**config.mk**
```make
export PLATFORM = sky130hd
export DESIGN_NAME = ssf_status
export DESIGN_NICKNAME = d
export VERILOG_FILES = /design/src/core/ssf_pkg.sv /design/src/core/ssf_status.sv
export VERILOG_INCLUDE_DIRS = /design/src /design/src/core
export SDC_FILE = /design/constraint.sdc
export NUM_CORES = 1
export LEC_CHECK = 0
export BUFFER_PORTS_ARGS = -buffer_cell sky130_fd_sc_hd__buf_2
export CORE_MARGIN = 8
export CORE_UTILIZATION = 52
export CTS_CLUSTER_DIAMETER = 40
export DETAILED_ROUTE_END_ITERATION = 6
export PLACE_DENSITY_LB_ADDON = 0.15
export SETUP_SLACK_MARGIN = 0.02
export SLEW_MARGIN = 20
export SYNTH_ARGS = -nofsm -noshare
export SYNTH_HDL_FRONTEND = slang
export SYNTH_SLANG_ARGS = --single-unit
```
**constraint.sdc**
```tcl
create_clock -name pclk -period 4.9 [get_ports pclk]
set_input_delay 0.98 -clock pclk [delete_from_list [all_inputs] [get_ports pclk]]
set_output_delay 0.98 -clock pclk [all_outputs]
set_load 0.02 [all_outputs]
```
**src/core/ssf_regs.svh**
```systemverilog
/*
 * Register offsets, bit positions and reset values of the serial status
 * flag block. Assumes a byte-addressed APB with one 32-bit word per register.
 */
`ifndef SSF_REGS_SVH
`define SSF_REGS_SVH

// register offsets (byte addresses)
`define SSF_OFS_STATUS  8'h00
`define SSF_OFS_CTRL    8'h04
`define SSF_OFS_FORMAT  8'h08
`define SSF_OFS_TXBUF   8'h0c
`define SSF_OFS_RXBUF   8'h10

// status register bits
`define SSF_B_TX_BUFFER_EMPTY      7
`define SSF_B_RX_BUFFER_FULL      6
`define SSF_B_OVERRUN_FLAG      5
`define SSF_B_FER       4
`define SSF_B_PER       3
`define SSF_B_TX_DONE      2
`define SSF_B_RXADDR    1
`define SSF_B_TXADDR    0
`define SSF_B_HWFLAG_LO 2
`define SSF_STATUS_RST  8'h84
`define SSF_CLR_MASK    8'hf8

// control register bits
`define SSF_C_TX_ON     0
`define SSF_C_RX_ON     1
`define SSF_C_RXIRQ_ON  2
`define SSF_C_TXFIN_ON  3
`define SSF_CTRL_RST    8'h00

// format register bits
`define SSF_F_SYNC      0
`define SSF_F_PAR_EN    1
`define SSF_F_ODD       2
`define SSF_F_MP        3
`define SSF_F_STOP2     4
`define SSF_F_CHR7      5
`define SSF_FORMAT_RST  8'h00

`define SSF_BUF_RST     8'h00
`define SSF_RDATA_PAD   24'h000000

`endif

```
**src/core/ssf_pkg.sv**
```systemverilog
/*
 * Types shared by the serial status flag block and its surroundings.
 * Assumes the shifters run on the same clock as the register bus.
 */
package ssf_pkg;

    // one received character, valid for a single cycle
    typedef struct packed {
        logic       valid;
        logic [7:0] data;
        logic       par;
        logic       mp;
        logic       stop;
    } ssf_rx_evt_t;

    // what the transmit shifter is offered
    typedef struct packed {
        logic       go;
        logic [7:0] data;
        logic       mp_en;
        logic       mp;
    } ssf_tx_req_t;

endpackage

```
**src/core/ssf_status.sv**
```systemverilog
/*
 * Status flag logic of a serial port: transmit/receive buffer flags, error
 * flags, transmit end and multiprocessor bits, with an APB register slave.
 * Assumes shifters, DMA strobes and standby are synchronous to pclk, and that
 * the transmit shifter pulses tx_load only while tx_req.go is high.
 */
// Contract
// RULE_01: writing 1 to clearable flags does nothing; 0 clears only after read as 1
// RULE_02: reset or standby forces status to 84 hex
// RULE_03: transmit-done and received address bit ignore cpu writes
// RULE_04: transmit-empty sets on reset, standby, transmit off, buffer to shifter
// RULE_05: transmit-empty clears by read-1-write-0 or dma buffer write
// RULE_06: receive-full sets when a clean character reaches the receive buffer
// RULE_07: receive-full clears on reset, standby, read-1-write-0, dma buffer read
// RULE_08: receive errors or receiver off leave buffer and receive-full alone
// RULE_09: character completing while receive-full set raises overrun, is discarded
// RULE_10: any error flag stops reception; synchronous mode also stops transmission
// RULE_11: asynchronous zero stop bit raises the framing flag
// RULE_12: with two stop bits only the first is checked
// RULE_13: framing error still loads the buffer but not receive-full
// RULE_14: asynchronous parity mismatch raises the parity flag
// RULE_15: parity error still loads the buffer but not receive-full
// RULE_16: receiver off keeps overrun, framing and parity flags
// RULE_17: transmit-done sets on reset, standby, transmit off, last bit when empty
// RULE_18: transmit-done clears with transmit-empty sequence or dma buffer write
// RULE_19: received address bit captured in asynchronous multiprocessor format only
// RULE_20: transmit address bit used only in asynchronous multiprocessor transmission
// RULE_21: receive interrupt enable gates full and error requests
// RULE_22: transmit-end enable gates request while transmit-done set
// RULE_23: per-flag read-as-one record gates each zero-write clear
`include "ssf_regs.svh"

module ssf_status
    import ssf_pkg::*;
(
    // clock and reset
    input  wire logic         pclk,
    input  wire logic         presetn,
    // apb slave
    input  wire logic         psel,
    input  wire logic         penable,
    input  wire logic         pwrite,
    input  wire logic [7:0]   paddr,
    input  wire logic [31:0]  pwdata,
    output logic [31:0]       prdata,
    output logic              pready,
    output logic              pslverr,
    // system
    input  wire logic         standby,
    // transmit shifter
    input  wire logic         tx_load,
    input  wire logic         tx_last_bit,
    output ssf_tx_req_t       tx_req,
    // receive shifter
    input  wire ssf_rx_evt_t  rx_evt,
    output logic              rx_accept,
    // dma controller
    input  wire logic         dma_tx_write,
    input  wire logic [7:0]   dma_tx_data,
    input  wire logic         dma_rx_read,
    output logic [7:0]        rx_data,
    // interrupt requests
    output logic              rx_full_irq,
    output logic              rx_error_irq,
    output logic              tx_finish_irq
);

////////////////////////////////////////////////////////////////////////////////

    logic [7:0] serial_flags_reg;
    logic [7:0] serial_ctrl_reg;
    logic [7:0] serial_format_reg;
    logic [7:0] tx_buffer;
    logic [7:0] rx_buffer;
    logic [7:0] read_seen;
    logic [7:0] next_flags;
    logic [7:0] next_seen;
    logic [7:0] set_v;
    logic [7:0] clr_v;
    logic [7:0] sw_clr;
    logic [7:0] read_mux;
    logic       acc;
    logic       wr;
    logic       rd_setup;
    logic       wr_status;
    logic       rd_status;
    logic       tx_on;
    logic       async_mode;
    logic       err_any;
    logic       rx_take;
    logic       fer_raw;
    logic       per_raw;
    logic       good_ev;
    logic       ovr_ev;

    localparam logic [7:0] clr_mask = `SSF_CLR_MASK;

    function automatic logic addr_ok(input logic [7:0] a);
        addr_ok = (a == `SSF_OFS_STATUS) || (a == `SSF_OFS_CTRL) ||
                  (a == `SSF_OFS_FORMAT) || (a == `SSF_OFS_TXBUF) ||
                  (a == `SSF_OFS_RXBUF);
    endfunction

    // seven-bit characters leave bit 7 out of the count
    function automatic logic parity_bad(input logic [7:0] d, input logic p,
                                        input logic odd, input logic chr7);
        logic [7:0] m;
        m = d;
        if (chr7) begin
            m[7] = 1'b0;
        end
        parity_bad = (^m) ^ p ^ odd;
    endfunction

////////////////////////////////////////////////////////////////////////////////
// bus decode

    assign acc       = psel & penable;
    assign wr        = acc & pwrite & addr_ok(paddr);
    assign rd_setup  = psel & ~penable & ~pwrite;
    assign wr_status = wr & (paddr == `SSF_OFS_STATUS);
    assign rd_status = acc & ~pwrite & (paddr == `SSF_OFS_STATUS);
    assign pready    = 1'b1;
    assign pslverr   = acc & ~addr_ok(paddr);

    always_comb begin
        case (paddr)
            `SSF_OFS_STATUS: read_mux = serial_flags_reg;
            `SSF_OFS_CTRL:   read_mux = serial_ctrl_reg;
            `SSF_OFS_FORMAT: read_mux = serial_format_reg;
            `SSF_OFS_TXBUF:  read_mux = tx_buffer;
            `SSF_OFS_RXBUF:  read_mux = rx_buffer;
            default:         read_mux = 8'h00;
        endcase
    end

    // read data is captured in the setup cycle so it comes from a flop
    always_ff @(posedge pclk or negedge presetn) begin
        if (!presetn) begin
            prdata <= 32'h00000000;
        end else if (rd_setup) begin
            prdata <= {`SSF_RDATA_PAD, read_mux};
        end
    end

////////////////////////////////////////////////////////////////////////////////
// control, format and data registers

    always_ff @(posedge pclk or negedge presetn) begin
        if (!presetn) begin
            serial_ctrl_reg   <= `SSF_CTRL_RST;
            serial_format_reg <= `SSF_FORMAT_RST;
        end else if (wr) begin
            if (paddr == `SSF_OFS_CTRL) begin
                serial_ctrl_reg <= pwdata[7:0];
            end
            if (paddr == `SSF_OFS_FORMAT) begin
                serial_format_reg <= pwdata[7:0];
            end
        end
    end

    always_ff @(posedge pclk or negedge presetn) begin
        if (!presetn) begin
            tx_buffer <= `SSF_BUF_RST;
        end else if (dma_tx_write) begin
            tx_buffer <= dma_tx_data;
        end else if (wr && paddr == `SSF_OFS_TXBUF) begin
            tx_buffer <= pwdata[7:0];
        end
    end

    assign tx_on      = serial_ctrl_reg[`SSF_C_TX_ON];
    assign async_mode = ~serial_format_reg[`SSF_F_SYNC];
    assign err_any    = serial_flags_reg[`SSF_B_OVERRUN_FLAG] | serial_flags_reg[`SSF_B_FER] |
                        serial_flags_reg[`SSF_B_PER];

////////////////////////////////////////////////////////////////////////////////
// receive path

    // RULE_10: errors block rx
    assign rx_accept = serial_ctrl_reg[`SSF_C_RX_ON] & ~err_any;
    assign rx_take   = rx_evt.valid & rx_accept;

    // RULE_11: stop bit check
    // RULE_12: only first stop bit arrives here, the second is never looked at
    assign fer_raw = async_mode & ~rx_evt.stop;
    // RULE_14: parity check
    assign per_raw = async_mode & serial_format_reg[`SSF_F_PAR_EN] &
                     parity_bad(rx_evt.data, rx_evt.par, serial_format_reg[`SSF_F_ODD],
                                serial_format_reg[`SSF_F_CHR7]);

    // RULE_09: overrun discards
    assign ovr_ev  = rx_take & serial_flags_reg[`SSF_B_RX_BUFFER_FULL];
    assign good_ev = rx_take & ~serial_flags_reg[`SSF_B_RX_BUFFER_FULL] & ~fer_raw & ~per_raw;

    // RULE_13: framing still loads
    // RULE_15: parity still loads
    // RULE_08: buffer held otherwise
    always_ff @(posedge pclk or negedge presetn) begin
        if (!presetn) begin
            rx_buffer <= `SSF_BUF_RST;
        end else if (rx_take && !serial_flags_reg[`SSF_B_RX_BUFFER_FULL]) begin
            rx_buffer <= rx_evt.data;
        end
    end

    assign rx_data = rx_buffer;

////////////////////////////////////////////////////////////////////////////////
// status flags

    always_comb begin
        sw_clr = 8'h00;
        for (int b = `SSF_B_HWFLAG_LO; b < 8; b++) begin
            // RULE_01: zero write after read
            sw_clr[b] = wr_status & ~pwdata[b] & read_seen[b] & clr_mask[b];
        end
        set_v = 8'h00;
        clr_v = 8'h00;
        // RULE_04: empty setting
        set_v[`SSF_B_TX_BUFFER_EMPTY] = tx_load | ~tx_on;
        // RULE_05: empty clearing
        clr_v[`SSF_B_TX_BUFFER_EMPTY] = sw_clr[`SSF_B_TX_BUFFER_EMPTY] | dma_tx_write;
        // RULE_06: clean receive sets full
        set_v[`SSF_B_RX_BUFFER_FULL] = good_ev;
        // RULE_07: full clearing
        clr_v[`SSF_B_RX_BUFFER_FULL] = sw_clr[`SSF_B_RX_BUFFER_FULL] | dma_rx_read;
        set_v[`SSF_B_OVERRUN_FLAG] = ovr_ev;
        set_v[`SSF_B_FER]  = rx_take & ~serial_flags_reg[`SSF_B_RX_BUFFER_FULL] & fer_raw;
        set_v[`SSF_B_PER]  = rx_take & ~serial_flags_reg[`SSF_B_RX_BUFFER_FULL] & per_raw;
        clr_v[`SSF_B_OVERRUN_FLAG] = sw_clr[`SSF_B_OVERRUN_FLAG];
        clr_v[`SSF_B_FER]  = sw_clr[`SSF_B_FER];
        clr_v[`SSF_B_PER]  = sw_clr[`SSF_B_PER];
        // RULE_17: done setting
        set_v[`SSF_B_TX_DONE] = ~tx_on | (tx_last_bit & serial_flags_reg[`SSF_B_TX_BUFFER_EMPTY]);
        // RULE_18: done follows empty clear
        clr_v[`SSF_B_TX_DONE] = sw_clr[`SSF_B_TX_BUFFER_EMPTY] | dma_tx_write;

        next_flags = serial_flags_reg;
        // RULE_16: receiver off touches nothing here
        for (int b = `SSF_B_HWFLAG_LO; b < 8; b++) begin
            // a set in the same cycle as a clear wins
            next_flags[b] = set_v[b] | (serial_flags_reg[b] & ~clr_v[b]);
        end
        // RULE_19: address bit capture
        if (rx_take && !serial_flags_reg[`SSF_B_RX_BUFFER_FULL] && async_mode &&
            serial_format_reg[`SSF_F_MP]) begin
            next_flags[`SSF_B_RXADDR] = rx_evt.mp;
        end
        // RULE_03: read-only bits skip the write
        if (wr_status) begin
            next_flags[`SSF_B_TXADDR] = pwdata[`SSF_B_TXADDR];
        end
    end

    // RULE_02: reset and standby value
    always_ff @(posedge pclk or negedge presetn) begin
        if (!presetn) begin
            serial_flags_reg <= `SSF_STATUS_RST;
        end else if (standby) begin
            serial_flags_reg <= `SSF_STATUS_RST;
        end else begin
            serial_flags_reg <= next_flags;
        end
    end

    // RULE_23: read-as-one record
    always_comb begin
        next_seen = 8'h00;
        for (int b = `SSF_B_HWFLAG_LO; b < 8; b++) begin
            if (set_v[b] || !next_flags[b]) begin
                next_seen[b] = 1'b0;
            end else if (rd_status && prdata[b]) begin
                next_seen[b] = 1'b1;
            end else begin
                next_seen[b] = read_seen[b];
            end
        end
        next_seen = next_seen & `SSF_CLR_MASK;
    end

    // the transmit-done bit shares the empty flag's record, it has none of its own
    always_ff @(posedge pclk or negedge presetn) begin
        if (!presetn) begin
            read_seen <= 8'h00;
        end else if (standby) begin
            read_seen <= 8'h00;
        end else begin
            read_seen <= next_seen;
        end
    end

////////////////////////////////////////////////////////////////////////////////
// transmit offer and interrupt requests

    always_comb begin
        // RULE_10: sync errors stop tx
        tx_req.go    = tx_on & ~serial_flags_reg[`SSF_B_TX_BUFFER_EMPTY] & ~(~async_mode & err_any);
        tx_req.data  = tx_buffer;
        // RULE_20: address bit only in async mp
        tx_req.mp_en = async_mode & serial_format_reg[`SSF_F_MP];
        tx_req.mp    = tx_req.mp_en & serial_flags_reg[`SSF_B_TXADDR];
    end

    // RULE_21: receive requests
    assign rx_full_irq   = serial_ctrl_reg[`SSF_C_RXIRQ_ON] & serial_flags_reg[`SSF_B_RX_BUFFER_FULL];
    assign rx_error_irq  = serial_ctrl_reg[`SSF_C_RXIRQ_ON] & err_any;
    // RULE_22: transmit-end request
    assign tx_finish_irq = serial_ctrl_reg[`SSF_C_TXFIN_ON] & serial_flags_reg[`SSF_B_TX_DONE];
endmodule

```
# Yosys cells after proc, flatten, opt, wreduce, memory -nomap -nowiden
# Cells that the tools add are included.
# op_classes
n_eq_ne	4
mux	18
n_bitwise	81
reduce_logical	36
# op_table
cell	n
1-bit bitwise AND	45
8-bit case mux with 5 select lines	1
8-bit two-way mux	4
1-bit inverter	22
8-bit by 4-bit == test with 1-bit output (second input constant)	2
3-bit nonzero test	5
1-bit two-way mux	13
1-bit OR	12
1-bit logical AND	9
1-bit logical OR	9
8-bit by 3-bit == test with 1-bit output (second input constant)	1
8-bit by 5-bit == test with 1-bit output (second input constant)	1
8-bit logical NOT	1
8-bit parity	1
1-bit logical NOT	6
2-bit nonzero test	3
2-bit AND reduction	2
1-bit XOR	2
# totals
reg_bits	53
input_bits	70
elab_cells	152

# Depth between registers and ports, before layout
# logic_depth
word_depth	17
depth_mapped	7

# Worst setup path after synthesis
# Ideal clock, no wire load.
# synth_path
path_type	input port to output port
from	input paddr[4]
to	output pslverr
t_arrival_ns	2.076
t_required_ns	3.920
setup_slack_ns	1.844
stages	5
path_cell_list	buf_6 > nor4_4 > and2_2 > clkbuf_2 > a311oi_1
# synth_via
elab_chain_cells	7
# synth_lines
item	line_no	source
start, declared	ssf_status.sv:43	input wire logic [7:0] paddr,
8-bit by 3-bit == test with 1-bit output or 8-bit logical NOT (tied branches)	-	
1-bit logical OR (3 in series)	ssf_status.sv:99	addr_ok = (a == `SSF_OFS_STATUS) || (a == `SSF_OFS_CTRL) ||
1-bit logical OR (*)	ssf_status.sv:99	
1-bit inverter (*)	ssf_status.sv:124	assign pslverr = acc & ~addr_ok(paddr);
1-bit bitwise AND (*)	ssf_status.sv:124	
end, declared	ssf_status.sv:47	output logic pslverr,
# Every way passes the cells marked *; elsewhere a longest branch is shown, timed or not.

# Worst setup path after layout
# Ends and elaborated chain as after synthesis.

==> results summary <==
The critical-path maximum fanout is 10. The smallest clock period supported by the final layout is computed as 3100 ps. For this run, asynchronously set or reset flops after synthesis account for 1.00. The overall track demand over capacity in global routing is 0.181. STA classifies the critical path endpoint as an output port. The flow ran to the end, and the final reports show no timing, DRC or antenna violations. The layer flagged by global routing as most heavily used is met2. TritonCTS built the clock tree. The overall power consumption came out at 0.910 mW. The count of vias placed by the detailed router is 2212. In this run, post-CTS hold repair placed 0 buffers.

The count of yosys warnings during synthesis came out at 0. The congestion estimate from routability-driven global placement came to 0.877. Across the routed clock network, the largest skew measured is 6.56 ps. By instance count, the cell type seen most on the critical path is buf_2.

Setup violations remaining at the end of the flow were counted as 0. Post-CTS timing repair inserted 0 buffers for setup. The clock network latency to the later pin of the worst-skew pair came out at 300 ps. The synthesized design contains 53 register bits. The area share of the leading cell type in the synthesized netlist is 0.434. The initial utilization of the core area, before any placement, comes to 0.538. Counting instances, the worst hold path has a depth of 1.

The number of placement rows came out at 27. The worst setup path is launched from an input pin. The critical path in this run is classified as input pin to output port. Setup repair after global routing left no endpoint under its margin.

The path class of the tightest hold or removal check is register to register. The actual transition at the worst max-transition pin is 810 ps. Data on the critical path arrives at its endpoint at 2120 ps. The number of flops mapped to enable cells by yosys came out at 0. The internal reg-to-reg setup slack came out at 2800 ps. The post-layout net count is 404. The die width came out at 91.2 µm.

The number of distinct library cells after synthesis came out at 47. The total negative setup slack is 0 ps. The number of detailed-route iterations in the first pass came out at 4. The startpoint of the worst-slack reg-to-reg timing path is serial_flags_reg[3]. The total routed wirelength came out at 7.25 mm.

The worst hold path terminates at prdata[1]. The floorplan step defined a core boundary enclosing 0.00547 mm². Relative to the synthesized area, the layout overhead comes to 14.6%. The boundary pin count is 127. After detailed routing, the number of remaining DRC violations is 0. The number of max-slew violations in the final report is 0. At the worst endpoint, the required time is 3920 ps. The HPWL after detailed placement came out at 5.63 mm. The worst hold path begins at prdata[1].

The portion of the clock cycle consumed by the worst path in the final layout is 0.632. The buffer depth of the longest clock path came out at 2. The total grt overflow came out at 0.

The number of nets with antenna violations after routing came out at 0. The main flop type after synthesis is dfrtp_1. The global routing met3 resource utilization is 0.0650. The most frequently used cell type in the post-synthesis netlist is dfrtp_1. Walking the worst path, the cells encountered are buf_2 -> nor4_4 -> and2_2 -> a311oi_1 -> buf_2. The number of antenna violations at the first check in global routing came out at 0.

Dividing the synthesized area by the synthesized cell count gives 11.3 µm². The number of violations reported at the end of detailed-routing iteration 0 is 128. The first-pass GRT wire length is 12.2 mm.

Across the VDD grid, the largest voltage drop is 0.193 mV. The biggest area consumer among synthesized cells is dfrtp_1. The number of global-route vias before repair is 2358. The antenna diode count is 0. The post-cts resize count came out at 0. After synthesis, the cell types taking the most area are dfrtp_1 (43%), mux2_2 (12%), buf_4 (6.4%). Clock-pin slew was measured on the worst setup and hold paths at 90 ps. The maximum clock rate came out at 323 MHz. The clock tree root driver cell is clkbuf_8. The wire length per cell is 17.8 µm. The endpoint identified for the worst register-to-register timing path is rx_data[0]. The critical path's largest stage delay came out at 420 ps. The number of buffers inserted by port buffering is 77. The synthesized area is 0.00294 mm². The largest net degree at the start of global routing came out at 54. The number of levels the H-tree was split into is 2. The number of max-capacitance violations reported is 0. Counting cells, the worst reg-to-reg path comes to 3. The number of buffers inserted during clock tree synthesis is 5. For this design the ratio of total power to cell area is 270 mW/mm². The analysis attributes to cell leakage a power of 1.73 nW. The hold violation count in the final report is 0. The analysis attributes to net switching a power of 0.265 mW. Synthesis produced 260 cells. In the routed layout, each cell is associated on average with a via count of 5.45. The fraction of power spent switching nets came out at 0.292. Headroom to the max-slew limit came out at 0.456.

The share of total power dissipated in combinational logic is 0.200. The global-route met1 utilization came out at 0.238. The clock network power share came out at 0.272. The height of the die came out at 91.2 µm. The commonest cells after synthesis are dfrtp_1 (51), mux2_2 (32), buf_4 (25), mux2i_1 (18), nand2_1 (17). The internal power contribution is 0.644 mW. The cell at the slowest stage of the critical path is nor4_4. The share of cells above drive strength 1 is 0.389. For this design, the sink count on the clock tree is 53. Of the synthesized area, sequential elements account for 0.452. Of the total power, registers draw 0.528. The met2 usage in global routing is 0.273. The area enclosed by the die boundary came out at 0.00832 mm².
-- power by group through the flow --
| stage | Combinational [mW] | Clock, mW | Sequential, mW |
|---|---|---|---|
| after floorplan | 0.0981 | 0 | 0.515 |
| after global placement | 0.182 | 0 | 0.489 |
| after detailed placement | 0.183 | 0 | 0.490 |
| after CTS | 0.184 | 0.254 | 0.481 |
| after global routing | 0.199 | 0.273 | 0.485 |
| final | 0.182 | 0.248 | 0.480 |
-- cells by family (layout without fill, tap and decap cells) --
logic type	Yosys count	count (layout)	synth area share
simple gates	62	62	0.138
flops	53	53	0.452
mux	50	50	0.184
compound gates	49	49	0.115
buf+inv	36	87	0.0808
xor+xnor	8	8	0.0285
other cells	2	25	0.00255
-- worst max-delay path by stage --
stage | start | endpoint | slack, ps | depth (start not counted)
2_1_floorplan | paddr[4] | pslverr | 1840 | 5
3_3_place_gp | paddr[4] | pslverr | 1800 | 5
3_5_place_dp | paddr[4] | pslverr | 1800 | 5
4_1_cts | paddr[4] | pslverr | 1800 | 5
5_1_grt | paddr[4] | pslverr | 1720 | 5
6_report | paddr[4] | pslverr | 1800 | 5
-- layout make-up --
class	instances	area [µm²]
Clock buffer	7	86.3
Fill cell	485	2100
Inverter	1	3.75
Multi-Input combinational cell	194	1460
Sequential cell	53	1330
Tap cell	72	90.1
Timing Repair Buffer	79	400
-- layout by cell type, fill, tap and decap left out, types with 2 or more instances in the layout --
master	instances
a21oi_1	9
a22oi_1	8
and2_1	5
buf_2	77
buf_4	2
clkbuf_8	6
conb_1	25
dfrtp_1	51
dfstp_2	2
mux2_2	32
mux2i_1	18
nand2_1	17
nand2b_1	5
nor2_1	8
nor2b_1	3
nor3_1	3
nor3b_1	2
nor4_1	2
nor4_4	2
nor4b_1	2
o21a_1	8
o21ai_0	9
o21ai_1	2
o221ai_1	8
xnor2_1	7
-- per-layer routing --
metal,vias to the layer above,share of wire
met2,92,0.46
met5,-,0
met1,1064,0.44
met4,0,0.011
li1,1049,-
met3,7,0.081
-- metrics by stage --
step                cell area (µm²)  setup slack, ps   util  hold slack (ps)  std cells
floorplan                      3030             1840      -              475        283
global placement               3290             1800  0.600              473        399
CTS                            3370             1800  0.616              501        406
global route                   3370             1720  0.616              521        406
finish                         3370             1800  0.616              495        406
detailed placement             3290             1800  0.600              480        399
-- critical path: cells and delay by family --
family | cells | cell delay [ps]
compound gates | 1 | 60
simple gates | 2 | 690
buf+inv | 2 | 390
Power figures use the tool's default switching activity.
